--- config.mk ---
export PLATFORM = sky130hd
export DESIGN_NAME = uart_ext_config_bit_mismatch_event
export DESIGN_NICKNAME = d
export VERILOG_FILES = /design/src/hdl/uart_ext_pkg.sv /design/src/hdl/uart_ext_config_bit_mismatch_event.sv /design/src/hdl/pin_sync.sv /design/src/hdl/bit_checker.sv
export SDC_FILE = /design/constraint.sdc
export NUM_CORES = 1
export LEC_CHECK = 0
export BUFFER_PORTS_ARGS = -buffer_cell sky130_fd_sc_hd__buf_2
export CORE_UTILIZATION = 49
export DETAILED_ROUTE_END_ITERATION = 7
export GPL_ROUTABILITY_DRIVEN = 0
export GPL_TIMING_DRIVEN = 0
export PLACE_DENSITY = 0.93
export SYNTH_ARGS = -nofsm -noshare
export SYNTH_HDL_FRONTEND = slang
export SYNTH_HIERARCHICAL = 1
export SYNTH_SLANG_ARGS = --single-unit
--- constraint.sdc ---
create_clock -name pclk -period 2.35 [get_ports pclk]
set_clock_uncertainty 0.1 [all_clocks]
set_input_delay 0.47 -clock pclk [delete_from_list [all_inputs] [get_ports pclk]]
set_output_delay 0.47 -clock pclk [all_outputs]
set_load 0.02 [all_outputs]
--- src/hdl/uart_ext_pkg.sv ---
// Shared constants and types for the extended serial configuration block.
package uart_ext_pkg;

  localparam int unsigned ADDR_W = 12;
  localparam int unsigned DATA_W = 32;

  // Register indices; the byte address is four times the index.
  localparam logic [ADDR_W-1:0] LINE_CFG_IDX = 12'h0B1;
  localparam logic [ADDR_W-1:0] EXT_CFG_IDX = 12'h0B2;
  localparam logic [ADDR_W-1:0] IRQ_STAT_IDX = 12'h0B6;
  localparam logic [ADDR_W-1:0] IRQ_MASK_IDX = 12'h0B7;

  // Extended configuration field positions.
  localparam int unsigned EXT_RX_BUSY = 7;
  localparam int unsigned EXT_MISMATCH = 6;
  localparam int unsigned EXT_TX_ABORT = 5;
  localparam int unsigned EXT_RX_ABORT = 4;
  localparam int unsigned EXT_LOOPBACK = 3;
  localparam int unsigned EXT_IRQ_EN = 2;
  localparam int unsigned EXT_FLUSH = 1;
  localparam int unsigned EXT_POLARITY = 0;

  // Interrupt status and mask field positions.
  localparam int unsigned IRQ_W = 3;
  localparam int unsigned IRQ_BIT_ERR = 0;
  localparam int unsigned IRQ_RX_START = 1;
  localparam int unsigned IRQ_RX_DONE = 2;

  // Synchroniser depth for pin inputs.
  localparam int unsigned SYNC_STAGES = 2;

  typedef enum logic [0:0] {
    RX_IDLE = 1'b0,
    RX_ACTIVE = 1'b1
  } rx_state_t;

  typedef struct packed {
    logic psel;
    logic penable;
    logic pwrite;
    logic [ADDR_W-1:0] paddr;
    logic [DATA_W-1:0] pwdata;
  } apb_req_t;

  typedef struct packed {
    logic pready;
    logic [DATA_W-1:0] prdata;
    logic pslverr;
  } apb_rsp_t;

  typedef struct packed {
    logic bit_mismatch_flag;
    logic tx_abort_on_bit_error;
    logic rx_abort_on_bit_error;
    logic loopback_enable_bit;
    logic bit_error_irq_enable;
    logic fifo_flush;
    logic tx_output_polarity;
  } ext_cfg_t;

  typedef struct packed {
    logic tx_abort;
    logic rx_abort;
    logic fifo_flush;
  } flush_ctl_t;

  typedef struct packed {
    logic [7:0] line_cfg;
    ext_cfg_t ext;
    rx_state_t rx_state;
    logic [IRQ_W-1:0] irq_status;
    logic [IRQ_W-1:0] irq_mask;
    logic tx_line;
    logic tx_pin;
    logic rx_line;
    logic [DATA_W-1:0] prdata;
    logic pslverr;
  } ctl_state_t;

  // Every register of the block clears to zero.
  localparam ctl_state_t CTL_STATE_RST = '0;

endpackage : uart_ext_pkg

--- src/hdl/uart_ext_config_bit_mismatch_event.sv ---
// Extended serial configuration, receive status and bit-error supervision.
//
// Added by the designer: the APB register port.
`timescale 1ns/1ps
// How it works
// (RULE1) The receive-in-progress flag is set by hardware alone when a start bit is detected.
// (RULE2) The receive-in-progress flag clears when the stop condition ending the frame is seen.
// (RULE3) With tx abort enabled, a bit mismatch at once stops and resets transmit logic and FIFO.
// (RULE4) With loopback enabled, the transmit output is fed internally to the receive input.
// (RULE5) Software clears the matching pin function select while in loopback, keeping the pin quiet.
// (RULE6) With rx abort enabled, a bit mismatch at once stops and resets receive logic and FIFO.
// (RULE7) Writing one to the flush bit resets both FIFOs and state machines and then self-clears.
module uart_ext_config_bit_mismatch_event (
  input wire logic pclk,
  input wire logic presetn,
  input wire uart_ext_pkg::apb_req_t apb_req,
  output uart_ext_pkg::apb_rsp_t apb_rsp,
  input wire logic rx_pin,
  input wire logic tx_bit,
  input wire logic tx_check_valid,
  input wire logic tx_check_bit,
  input wire logic rx_start_det,
  input wire logic rx_stop_det,
  output logic rx_line,
  output logic tx_pin,
  output uart_ext_pkg::flush_ctl_t flush,
  output logic [7:0] line_config,
  output logic receive_in_progress,
  output logic irq
);
  import uart_ext_pkg::*;

  ctl_state_t state_reg;
  ctl_state_t state_next;
  logic rx_synced;
  logic bit_mismatch_event;
  logic setup_phase;
  logic write_done;
  logic [DATA_W-1:0] read_value;

  // Maps a register index to its byte address.
  function automatic logic [ADDR_W-1:0] byte_addr(input logic [ADDR_W-1:0] idx);
    byte_addr = {idx[ADDR_W-3:0], 2'b00};
  endfunction : byte_addr

  // Tells whether an address hits one of the block's registers.
  function automatic logic addr_hit(input logic [ADDR_W-1:0] addr);
    addr_hit = (addr == byte_addr(LINE_CFG_IDX)) || (addr == byte_addr(EXT_CFG_IDX)) ||
               (addr == byte_addr(IRQ_STAT_IDX)) || (addr == byte_addr(IRQ_MASK_IDX));
  endfunction : addr_hit

  pin_sync u_rx_sync (
    .pclk(pclk),
    .presetn(presetn),
    .pin_async(rx_pin),
    .pin_synced(rx_synced)
  );

  bit_checker u_checker (
    .pclk(pclk),
    .presetn(presetn),
    .check_valid(tx_check_valid),
    .expect_bit(tx_check_bit),
    .seen_bit(state_reg.rx_line),
    .mismatch(bit_mismatch_event)
  );

  assign setup_phase = apb_req.psel && !apb_req.penable;
  assign write_done = apb_req.psel && apb_req.penable && apb_req.pwrite;

  // Builds the read word for the addressed register.
  always_comb begin
    read_value = '0;
    if (apb_req.paddr == byte_addr(LINE_CFG_IDX)) begin
      read_value[7:0] = state_reg.line_cfg;
    end else if (apb_req.paddr == byte_addr(EXT_CFG_IDX)) begin
      read_value[EXT_RX_BUSY] = (state_reg.rx_state == RX_ACTIVE);
      read_value[EXT_MISMATCH] = state_reg.ext.bit_mismatch_flag;
      read_value[EXT_TX_ABORT] = state_reg.ext.tx_abort_on_bit_error;
      read_value[EXT_RX_ABORT] = state_reg.ext.rx_abort_on_bit_error;
      read_value[EXT_LOOPBACK] = state_reg.ext.loopback_enable_bit;
      read_value[EXT_IRQ_EN] = state_reg.ext.bit_error_irq_enable;
      read_value[EXT_POLARITY] = state_reg.ext.tx_output_polarity;
    end else if (apb_req.paddr == byte_addr(IRQ_STAT_IDX)) begin
      read_value[IRQ_W-1:0] = state_reg.irq_status;
    end else if (apb_req.paddr == byte_addr(IRQ_MASK_IDX)) begin
      read_value[IRQ_W-1:0] = state_reg.irq_mask;
    end
  end

  // Abort requests act in the same cycle as the mismatch pulse.
  assign flush.tx_abort = (bit_mismatch_event && state_reg.ext.tx_abort_on_bit_error) ||
                          state_reg.ext.fifo_flush; // RULE3 RULE7
  assign flush.rx_abort = (bit_mismatch_event && state_reg.ext.rx_abort_on_bit_error) ||
                          state_reg.ext.fifo_flush; // RULE6 RULE7
  assign flush.fifo_flush = state_reg.ext.fifo_flush;

  always_comb begin
    state_next = state_reg;
    state_next.ext.fifo_flush = 1'b0; // RULE7
    state_next.tx_line = tx_bit;
    state_next.tx_pin = tx_bit ^ state_reg.ext.tx_output_polarity;
    // The receiver sees the transmit line instead of the pin in loopback.
    state_next.rx_line = state_reg.ext.loopback_enable_bit ? state_reg.tx_line
                                                            : rx_synced; // RULE4
    if (setup_phase) begin
      state_next.prdata = read_value;
      state_next.pslverr = !addr_hit(apb_req.paddr);
    end
    if (write_done) begin
      if (apb_req.paddr == byte_addr(LINE_CFG_IDX)) begin
        state_next.line_cfg = apb_req.pwdata[7:0];
      end else if (apb_req.paddr == byte_addr(EXT_CFG_IDX)) begin
        if (!apb_req.pwdata[EXT_MISMATCH]) begin
          state_next.ext.bit_mismatch_flag = 1'b0;
        end
        state_next.ext.tx_abort_on_bit_error = apb_req.pwdata[EXT_TX_ABORT];
        state_next.ext.rx_abort_on_bit_error = apb_req.pwdata[EXT_RX_ABORT];
        state_next.ext.loopback_enable_bit = apb_req.pwdata[EXT_LOOPBACK];
        state_next.ext.bit_error_irq_enable = apb_req.pwdata[EXT_IRQ_EN];
        state_next.ext.fifo_flush = apb_req.pwdata[EXT_FLUSH]; // RULE7
        state_next.ext.tx_output_polarity = apb_req.pwdata[EXT_POLARITY];
      end else if (apb_req.paddr == byte_addr(IRQ_STAT_IDX)) begin
        state_next.irq_status = state_reg.irq_status & ~apb_req.pwdata[IRQ_W-1:0];
      end else if (apb_req.paddr == byte_addr(IRQ_MASK_IDX)) begin
        state_next.irq_mask = apb_req.pwdata[IRQ_W-1:0];
      end
    end
    // Hardware events win over a clear in the same cycle.
    if (bit_mismatch_event) begin
      state_next.ext.bit_mismatch_flag = 1'b1; // RULE3
      state_next.irq_status[IRQ_BIT_ERR] = 1'b1;
    end
    case (state_reg.rx_state)
      RX_IDLE: begin
        if (rx_start_det) begin
          state_next.rx_state = RX_ACTIVE; // RULE1
          state_next.irq_status[IRQ_RX_START] = 1'b1;
        end
      end
      RX_ACTIVE: begin
        if (rx_stop_det) begin
          state_next.rx_state = RX_IDLE; // RULE2
          state_next.irq_status[IRQ_RX_DONE] = 1'b1;
        end
      end
      default: begin
        state_next.rx_state = RX_IDLE;
      end
    endcase
    // A receive reset ends the frame in progress.
    if (flush.rx_abort) begin
      state_next.rx_state = RX_IDLE; // RULE6
    end
  end

  always_ff @(posedge pclk or negedge presetn) begin
    if (!presetn) begin
      state_reg <= CTL_STATE_RST;
    end else begin
      state_reg <= state_next;
    end
  end

  assign apb_rsp.pready = 1'b1;
  assign apb_rsp.prdata = state_reg.prdata;
  assign apb_rsp.pslverr = state_reg.pslverr;
  assign rx_line = state_reg.rx_line;
  assign tx_pin = state_reg.tx_pin;
  assign line_config = state_reg.line_cfg;
  assign receive_in_progress = (state_reg.rx_state == RX_ACTIVE);
  assign irq = |(state_reg.irq_status & state_reg.irq_mask &
                 {{(IRQ_W-1){1'b1}}, state_reg.ext.bit_error_irq_enable});
endmodule : uart_ext_config_bit_mismatch_event

--- src/hdl/pin_sync.sv ---
// Two-flop synchroniser for a pin that arrives from outside the clock domain.
`timescale 1ns/1ps
module pin_sync (
  input wire logic pclk,
  input wire logic presetn,
  input wire logic pin_async,
  output logic pin_synced
);
  import uart_ext_pkg::*;

  logic [SYNC_STAGES-1:0] chain_reg;

  always_ff @(posedge pclk or negedge presetn) begin
    if (!presetn) begin
      chain_reg <= '0;
    end else begin
      chain_reg <= {chain_reg[SYNC_STAGES-2:0], pin_async};
    end
  end

  assign pin_synced = chain_reg[SYNC_STAGES-1];

endmodule : pin_sync

--- src/hdl/bit_checker.sv ---
// Compares each transmitted bit with the level seen on the receive input.
`timescale 1ns/1ps
module bit_checker (
  input wire logic pclk,
  input wire logic presetn,
  input wire logic check_valid,
  input wire logic expect_bit,
  input wire logic seen_bit,
  output logic mismatch
);

  logic mismatch_reg;

  // A one-cycle pulse follows every strobe whose bit was read back wrong.
  always_ff @(posedge pclk or negedge presetn) begin
    if (!presetn) begin
      mismatch_reg <= 1'b0;
    end else begin
      mismatch_reg <= check_valid && (expect_bit != seen_bit);
    end
  end

  assign mismatch = mismatch_reg;

endmodule : bit_checker

# --- Yosys cells after proc, flatten, opt, wreduce, memory -nomap -nowiden ---
# Index checks and enable logic that the tools add are counted.
word_totals:
  reg_bits: 37
  output_inout_bits: 49
  wordCells: 85
classes:
  n_eq_ne: 8
  mux: 27
  bitwise_logic: 9
  n_reduce_logical: 22
op_table:
  columns: ["operator", "count"]
  rows:
  - ["== test 12 x 10 -> 1 bit, second input constant", 4]
  - ["2-to-1 mux 7 bit", 3]
  - ["2-to-1 mux 6 bit", 3]
  - ["2-to-1 mux 3 bit", 5]
  - ["2-to-1 mux 1 bit", 12]
  - ["bitwise AND 3 bit", 3]
  - ["2-to-1 mux 8 bit", 1]
  - ["AND reduction 4 bit", 2]
  - ["logical AND 1 bit", 6]
  - ["!= test 2 x 1 -> 1 bit, second input constant", 3]
  - ["nonzero test 2 bit", 3]
  - ["logical OR 1 bit", 5]
  - ["2-to-1 mux 5 bit", 1]
  - ["AND reduction 5 bit", 1]
  - ["NOT 1 bit", 4]
  - ["NOT 3 bit", 1]
  - ["AND reduction 3 bit", 1]
  - ["OR reduction 3 bit", 1]
  - ["zero test 1 bit", 2]
  - ["2-to-1 mux 2 bit", 1]
  - ["case mux 1 bit (2 select lines)", 1]
  - ["AND reduction 2 bit", 1]
  - ["!= test 1 bit", 1]
  - ["XOR 1 bit", 1]

# --- Logic depth before layout (Yosys ltp) ---
# Gate-level depths: netlist of the first run.
depth:
  ltp_word: 9
  mapped_depth: 5
  depth_no_buf: 4

# --- By module ---
# The synthesis of the first run kept the hierarchy.
by_module_without_submodules:
  columns: ["module", "n_inst", "cells_each", "area_per_inst_um2", "seq_area_each_um2"]
  rows:
  - ["uart_ext_config_bit_mismatch_event", 1, 177, 1906.8, 850.8]
  - ["pin_sync", 1, 2, 50.0, 50.0]
  - ["bit_checker", 1, 3, 40.0, 25.0]

# --- Worst setup path before layout of the first run ---
# Ideal clock, no wire load.
synth_path:
  path_type: "input-to-reg"
  start: "input port apb_req[37] in the netlist's numbering"
  end: "register state_reg[43] in the netlist's numbering"
  setup_time_ns: 0.125
  t_arrival_ns: 1.702
  t_required_ns: 2.125
  path_slack_ns: 0.423
  path_stages: 5
  path_buffers: 1
  cell_sequence: "and3b_1 > clkbuf_1 > nand4_1 > nor2_1 > mux2_2"
synth_between:
  elab_chain_len: 3
  word_cells_on_any_way: 4
  cone_classes: "2 x eq/ne; 1 x bitwise; 1 x reduce/logical"
synth_rtl:
  columns: ["item", "line_no", "text"]
  rows:
  - ["from (decl)", "uart_ext_config_bit_mismatch_event.sv:16", "input wire uart_ext_pkg::apb_req_t apb_req,"]
  - ["== test 12 x 10 -> 1 bit", "uart_ext_config_bit_mismatch_event.sv:111", "if (apb_req.paddr == byte_addr(LINE_CFG_IDX)) begin"]
  - ["NOT 1 bit (no line)", null, null]
  - ["AND reduction 3 bit (no line) (*)", null, null]
  - ["to (signal assigned)", "uart_ext_config_bit_mismatch_event.sv:161", "state_reg <= state_next;"]
  - ["to (decl)", "uart_ext_config_bit_mismatch_event.sv:33", "ctl_state_t state_reg;"]
# Mark *: on every way between the ends. The rest lies on a longest branch, timed or not.
# A chain may end at the register's enable or synchronous reset.

# --- Worst setup path after layout of the first run ---
# Same ends and word-level chain as after synthesis.

==> flow_metrics.env, run 1 <==
export IMPL_status="finished clean"
export IMPL_dieArea_mm2=0.00433
export IMPL_vias=1502
export IMPL_largest_reg_flops=13
export IMPL_synth_flop_cell="dfrtp_1"
export IMPL_die_height_um=65.8
export IMPL_rsz0062_at_grt="false"
export IMPL_ir_worst_vdd_mv=0.432
export IMPL_grt_pass1_vias=1398
export IMPL_die_x_um=65.8
export IMPL_crit_type="in2reg"
export IMPL_cp_required_ns=2.42
export IMPL_crit_start="apb_req[37]"
export IMPL_drc=0
export IMPL_netlist_area_mm2=0.00200
export IMPL_cts_made_buffers=5
export IMPL_wl_per_cell_um=12.7
export IMPL_arrival_ns=2.09
export IMPL_syn_avg_cell_area_um2=11.0
export IMPL_synth_top_family_by_area="buffers and inverters"
export IMPL_power_leakage_uw=0.00144
export IMPL_max_stage_delay_ns=0.47
export IMPL_setup_viol=0
export IMPL_crit_end="state_reg[43]"
export IMPL_io_buffers=53
export IMPL_cts_sinks=37
export IMPL_path_depth=6
export IMPL_rrSetupSlack_ns=1.16
export IMPL_finalNetCount=320
export IMPL_max_slew_margin=0.462
export IMPL_initial_core_util=0.530
export IMPL_synth_largest_area_cell="dfrtp_1"
export IMPL_synth_compound_area_frac=0.113
export IMPL_clock_path_buffers=2
export IMPL_maxCapViolCount=0
export IMPL_hold_class="in2async"
export IMPL_synth_xor_area_frac=0.00877
export IMPL_hold_buffers=0
export IMPL_period_share=0.857
export IMPL_min_period_ns=2.01
export IMPL_core_area_mm2=0.00377
export IMPL_post_cts_buffers=0
export IMPL_dp_final_hpwl_um=3020
export IMPL_synth_edf_count=0
export IMPL_critPathBufInv=2
export IMPL_gr_total_overflow=0
export IMPL_fmax_ghz=0.497
export IMPL_rows=22
export IMPL_hold_viol_final=0
export IMPL_dr_pass1_iters=4
export IMPL_ys_seq_area_frac=0.464
export IMPL_async_reset_ff_frac=1.00
export IMPL_path_cells="buf_2 -> and3b_1 -> clkbuf_1 -> nand4_1 -> nor2_1 -> mux2_2"
export IMPL_fin_tns_setup_ns=0
export IMPL_muxShareOfSynthArea=0.116
export IMPL_cp_top_family="simple AND/OR/NAND/NOR gates"
export IMPL_areaGrowthSynthToFinish_pct=25.8
export IMPL_synth_most_common_cell="buf_4"
export IMPL_clk_pin_slew_ns=0.07
export IMPL_vias_per_cell=4.80
export IMPL_routed_wl_um=3980
export IMPL_drtAntennaViolNets=0
export IMPL_clock_latency_ns=0.29
export IMPL_rr_endpoint="apb_rsp[3]"
export IMPL_diodes=0
export IMPL_slowest_stage="nor2_1"
export IMPL_finalMaxSlewViolations=0
export IMPL_yosys_top_cells_area="dfrtp_1, buf_4, mux2_2"
export IMPL_reg2reg_from="state_reg[38]"
export IMPL_power_density_mw_per_mm2=535
export IMPL_yosys_area_share_simple=0.114
export IMPL_cp_max_fo=7
export IMPL_place_area_mm2=0.00241
export IMPL_tightest_slew_ns=0.808
export IMPL_grt_pass1_wl_um=6310
export IMPL_antenna_found_initial=0
export IMPL_io_pins=104
export IMPL_fin_area_mm2=0.00251
export IMPL_synth_seq_cells=37
export IMPL_drt_iter0_drc=39
export IMPL_start_kind="input pin"
export IMPL_syn_instance_count=182
export IMPL_drive_above_1_share=0.479
export IMPL_synthAdderAreaFrac=0
export IMPL_yosys_warnings=6
export IMPL_yosys_top_cells_count="buf_4, dfrtp_1, mux2_2"
export IMPL_synth_top_area_frac=0.464
export IMPL_synth_distinct_cells=39
export IMPL_cts_tree="done"
export IMPL_root_buffer="clkbuf_8"
export IMPL_worstSetupEndpointType="flop"
export IMPL_reg2reg_depth=4
export IMPL_cts_resized=0
export IMPL_h_tree_depth=2
export IMPL_track_usage=0.202
export IMPL_nFillCells=310
export IMPL_grt_max_degree=38
[layer usage]
| metal | vias up | share of wire | global-route usage |
|---|---|---|---|
| met2 | 58 | 0.50 | 0.321 |
| li1 | 731 | - | - |
| met3 | 6 | 0.075 | 0.0655 |
| met1 | 707 | 0.42 | 0.247 |
| met4 | 0 | 0.013 | 0.0951 |
| met5 | - | 0 | 0 |
[cell families after synthesis]
kind of cell | Yosys count
AO/OA/AOI/OAI | 31
XOR/XNOR | 2
buffers and inverters | 52
flip-flops | 37
multiplexers | 20
other | 2
AND/OR/NAND/NOR | 38
[worst reg2reg max path: cells and delay by family, from the launching register on]
family | cells | cell delay (ns)
and+or+nand+nor | 1 | 0.05
DFF | 1 | 0.40
muxes | 1 | 0.14
AOI/OAI and AO/OA | 2 | 0.38
[per-stage QoR]
stage	hold slack, ns	setup slack [ns]	util	total power [uW]	std cells
after floorplan	0.0744	0.423	-	769	205
after global placement	0.235	0.0927	0.639	825	306
after detailed placement	0.243	0.0453	0.639	828	306
after CTS	0.174	0.342	0.666	1350	313
after global routing	0.170	0.195	0.666	1400	313
final	0.164	0.337	0.666	1340	313
[power by group]
group	switching, uW	internal [uW]
Sequential	9.03	645
Clock	218	308
Combinational	98.9	65.2
[placed cells by master, fill, tap and decap left out, drive strengths merged, types with 2 or more instances in the layout]
cell type / count
clkbuf: 7
a311oi: 2
xor2: 2
a32o: 5
o31ai: 2
mux2i: 4
conb: 25
nor2: 12
and2: 2
o21ai: 5
a21o: 7
a21oi: 4
nand2: 7
mux2: 16
nor3: 2
inv: 5
dfrtp: 37
nand2b: 2
buf: 98
nand3: 4
[worst min-delay path by stage]
| stage | startpoint | endpoint | slack (ns) | cells past startpoint |
|---|---|---|---|---|
| 6_report | presetn | u_rx_sync/chain_reg[0] | 0.16 | 1 |
| 4_1_cts | rx_pin | u_rx_sync/chain_reg[0] | 0.17 | 1 |
| 5_1_grt | rx_pin | u_rx_sync/chain_reg[0] | 0.17 | 1 |
| 3_5_place_dp | u_rx_sync/chain_reg[0] | u_rx_sync/chain_reg[1] | 0.24 | 0 |
| 2_1_floorplan | presetn | apb_rsp[0] | 0.07 | 0 |
| 3_3_place_gp | u_rx_sync/chain_reg[0] | u_rx_sync/chain_reg[1] | 0.23 | 0 |
[final cells by class]
class                   count  area [um^2]  share of cell area
plain buffers              47          342               0.136
clock buffers               5         68.8              0.0274
clock inverters             2         35.0              0.0139
inverters                   5         18.8             0.00747
multi-input cells         116          797               0.317
flip-flops and latches     37          926               0.369
well taps                  48         60.1              0.0239
repair buffers             53          265               0.106
Power figures use the tool's default switching activity.
==> run 2: changes to the inputs <==
--- a/config.mk
+++ b/config.mk
@@ -6,11 +6,11 @@
 export NUM_CORES = 1
 export LEC_CHECK = 0
 export BUFFER_PORTS_ARGS = -buffer_cell sky130_fd_sc_hd__buf_2
-export CORE_UTILIZATION = 49
+export CORE_UTILIZATION = 41
 export DETAILED_ROUTE_END_ITERATION = 7
 export GPL_ROUTABILITY_DRIVEN = 0
 export GPL_TIMING_DRIVEN = 0
-export PLACE_DENSITY = 0.93
+export PLACE_DENSITY = 0.84
 export SYNTH_ARGS = -nofsm -noshare
 export SYNTH_HDL_FRONTEND = slang
 export SYNTH_HIERARCHICAL = 1
==> constraint.sdc (replaced) <==
create_clock -name pclk -period 1.8 [get_ports pclk]
set_clock_uncertainty 0.1 [all_clocks]
set_input_delay 0.36 -clock pclk [delete_from_list [all_inputs] [get_ports pclk]]
set_output_delay 0.36 -clock pclk [all_outputs]
set_load 0.02 [all_outputs]
==> run 2 against run 1 <==
Worst setup slack worse by 0.29 ns. Via count is essentially flat. Clock-buffer cell count is 1 higher. Combinational power increased by 31%. Final area increased by 1.9%. Critical path depth fell by 1. Cell count up 2.6%. Clock power rose by 15%. Sequential cell count stayed put. Critical endpoint is now state_reg[36]. Highest routed layer unchanged.
==> flow_metrics.env, run 2 (synthesized netlist as in run 1, its figures left out) <==
export IMPL_gr_total_overflow=0
export IMPL_vias_per_cell=4.68
export IMPL_rr_endpoint="apb_rsp[1]"
export IMPL_final_common_cell="buf_2"
export IMPL_drt_iter0_drc=102
export IMPL_power_leakage_uw=0.00146
export IMPL_grt_pass1_wl_um=6380
export IMPL_hold_buffers=0
export IMPL_arrival_ns=1.82
export IMPL_dp_final_hpwl_um=3120
export IMPL_largest_reg_flops=13
export IMPL_dieArea_mm2=0.00515
export IMPL_register_area_um2=926
export IMPL_reg2reg_depth=4
export IMPL_crit_type="in2reg"
export IMPL_ir_worst_vdd_mv=0.507
export IMPL_track_usage=0.165
export IMPL_rows=25
export IMPL_period_share=0.972
export IMPL_max_slew_margin=0.475
export IMPL_clk_pin_slew_ns=0.07
export IMPL_die_height_um=71.8
export IMPL_fmax_ghz=0.572
export IMPL_routed_wl_um=4050
export IMPL_tightest_slew_ns=0.787
export IMPL_io_pins=104
export IMPL_nFillCells=396
export IMPL_areaGrowthSynthToFinish_pct=28.2
export IMPL_clock_latency_ns=0.29
export IMPL_dr_pass1_iters=4
export IMPL_diodes=0
export IMPL_finalNetCount=321
export IMPL_h_tree_depth=2
export IMPL_cts_sinks=37
export IMPL_reg2reg_from="state_reg[36]"
export IMPL_grt_max_degree=38
export IMPL_grt_pass1_vias=1361
export IMPL_cp_max_fo=5
export IMPL_initial_core_util=0.426
export IMPL_maxCapViolCount=0
export IMPL_root_buffer="clkbuf_8"
export IMPL_cts_tree="done"
export IMPL_cp_required_ns=1.87
export IMPL_antenna_found_initial=0
export IMPL_cts_made_buffers=5
export IMPL_fin_tns_setup_ns=0
export IMPL_die_x_um=71.8
export IMPL_clock_path_buffers=2
export IMPL_multi_input_area_um2=823
export IMPL_setup_viol=0
export IMPL_status="finished clean"
export IMPL_drtAntennaViolNets=0
export IMPL_hold_viol_final=0
export IMPL_min_period_ns=1.75
export IMPL_finalMaxSlewViolations=0
export IMPL_core_area_mm2=0.00469
export IMPL_hold_class="in2async"
export IMPL_drc=0
export IMPL_power_density_mw_per_mm2=653
export IMPL_rsz0062_at_grt="false"
export IMPL_total_power_uw=1670
export IMPL_drive_above_1_share=0.494
export IMPL_rrSetupSlack_ns=0.58
export IMPL_vias=1501
export IMPL_start_kind="input pin"
export IMPL_worstSetupEndpointType="flop"
export IMPL_wl_per_cell_um=12.6
export IMPL_final_cell_mix="buf_2, buf_4, dfrtp_1"
export IMPL_io_buffers=53
==> run 2: cell count changes in the layout (fill, tap and decap cells not counted), sizes merged <==
| cell | delta |
|---|---|
| buf | +1 |
| bufinv | -1 |
| clkbuf | +1 |
| clkinv | +1 |
==> run 2: area by class of cell <==
| type | count | share of cell area |
|---|---|---|
| clock buffers | 6 | 0.0323 |
| clock inverters | 2 | 0.00538 |
| plain buffers | 47 | 0.134 |
| inverters | 5 | 0.00733 |
| multi-input cells | 116 | 0.322 |
| repair buffers | 54 | 0.111 |
| well taps | 54 | 0.0264 |
| flip-flops and latches | 37 | 0.362 |
==> run 2: critical path, cell delays in order <==
cell      delay, ns
buf_2          0.11
nor4b_4        0.42
nand3b_4       0.17
or3_4          0.44
mux2_4         0.31
==> run 2: repair_timing <==
| action | CTS | global route |
|---|---|---|
| endpoints found under the setup margin | 7 | 15 |
| gates resized for setup | 1 | 5 |
| buffers inserted | 0 | 1 |
| pin swaps | 0 | 2 |
==> run 2: power breakdown <==
group          switching [uW]  total (uW)  internal (uW)
logic                     129         215           85.7
clock network             293         603            310
registers                12.1         854            842
==> run 2: worst max-delay path by stage <==
stage / from / endpoint / slack, ns
6_report: apb_req[40] / state_reg[36] / 0.05
5_1_grt: apb_req[40] / state_reg[38] / 0.01
4_1_cts: apb_req[33] / state_reg[36] / 0.02
3_5_place_dp: apb_req[33] / line_config[6] / -0.38
3_3_place_gp: apb_req[33] / line_config[3] / -0.34
2_1_floorplan: apb_req[33] / state_reg[36] / 0.02
==> run 2: through the flow <==
stage | instances | utilization | worst slack, ns | hold WS [ns] | instance area (um^2)
6_report | 321 | 0.546 | 0.0513 | 0.0438 | 2560
5_1_grt | 321 | 0.546 | 0.0110 | 0.0530 | 2560
4_1_cts | 320 | 0.537 | 0.0194 | 0.0557 | 2520
3_5_place_dp | 312 | 0.515 | -0.380 | 0.239 | 2420
3_3_place_gp | 312 | 0.515 | -0.341 | 0.235 | 2420
2_1_floorplan | 205 | - | 0.0228 | -0.0356 | 2090
==> run 2: per-layer routing <==
layer / GRT usage / share of wire / up-vias
met2: 0.269 / 0.48 / 64
met1: 0.203 / 0.42 / 689
met5: 0 / 0 / -
met4: 0.0871 / 0.027 / 0
met3: 0.0394 / 0.065 / 10
li1: - / - / 738
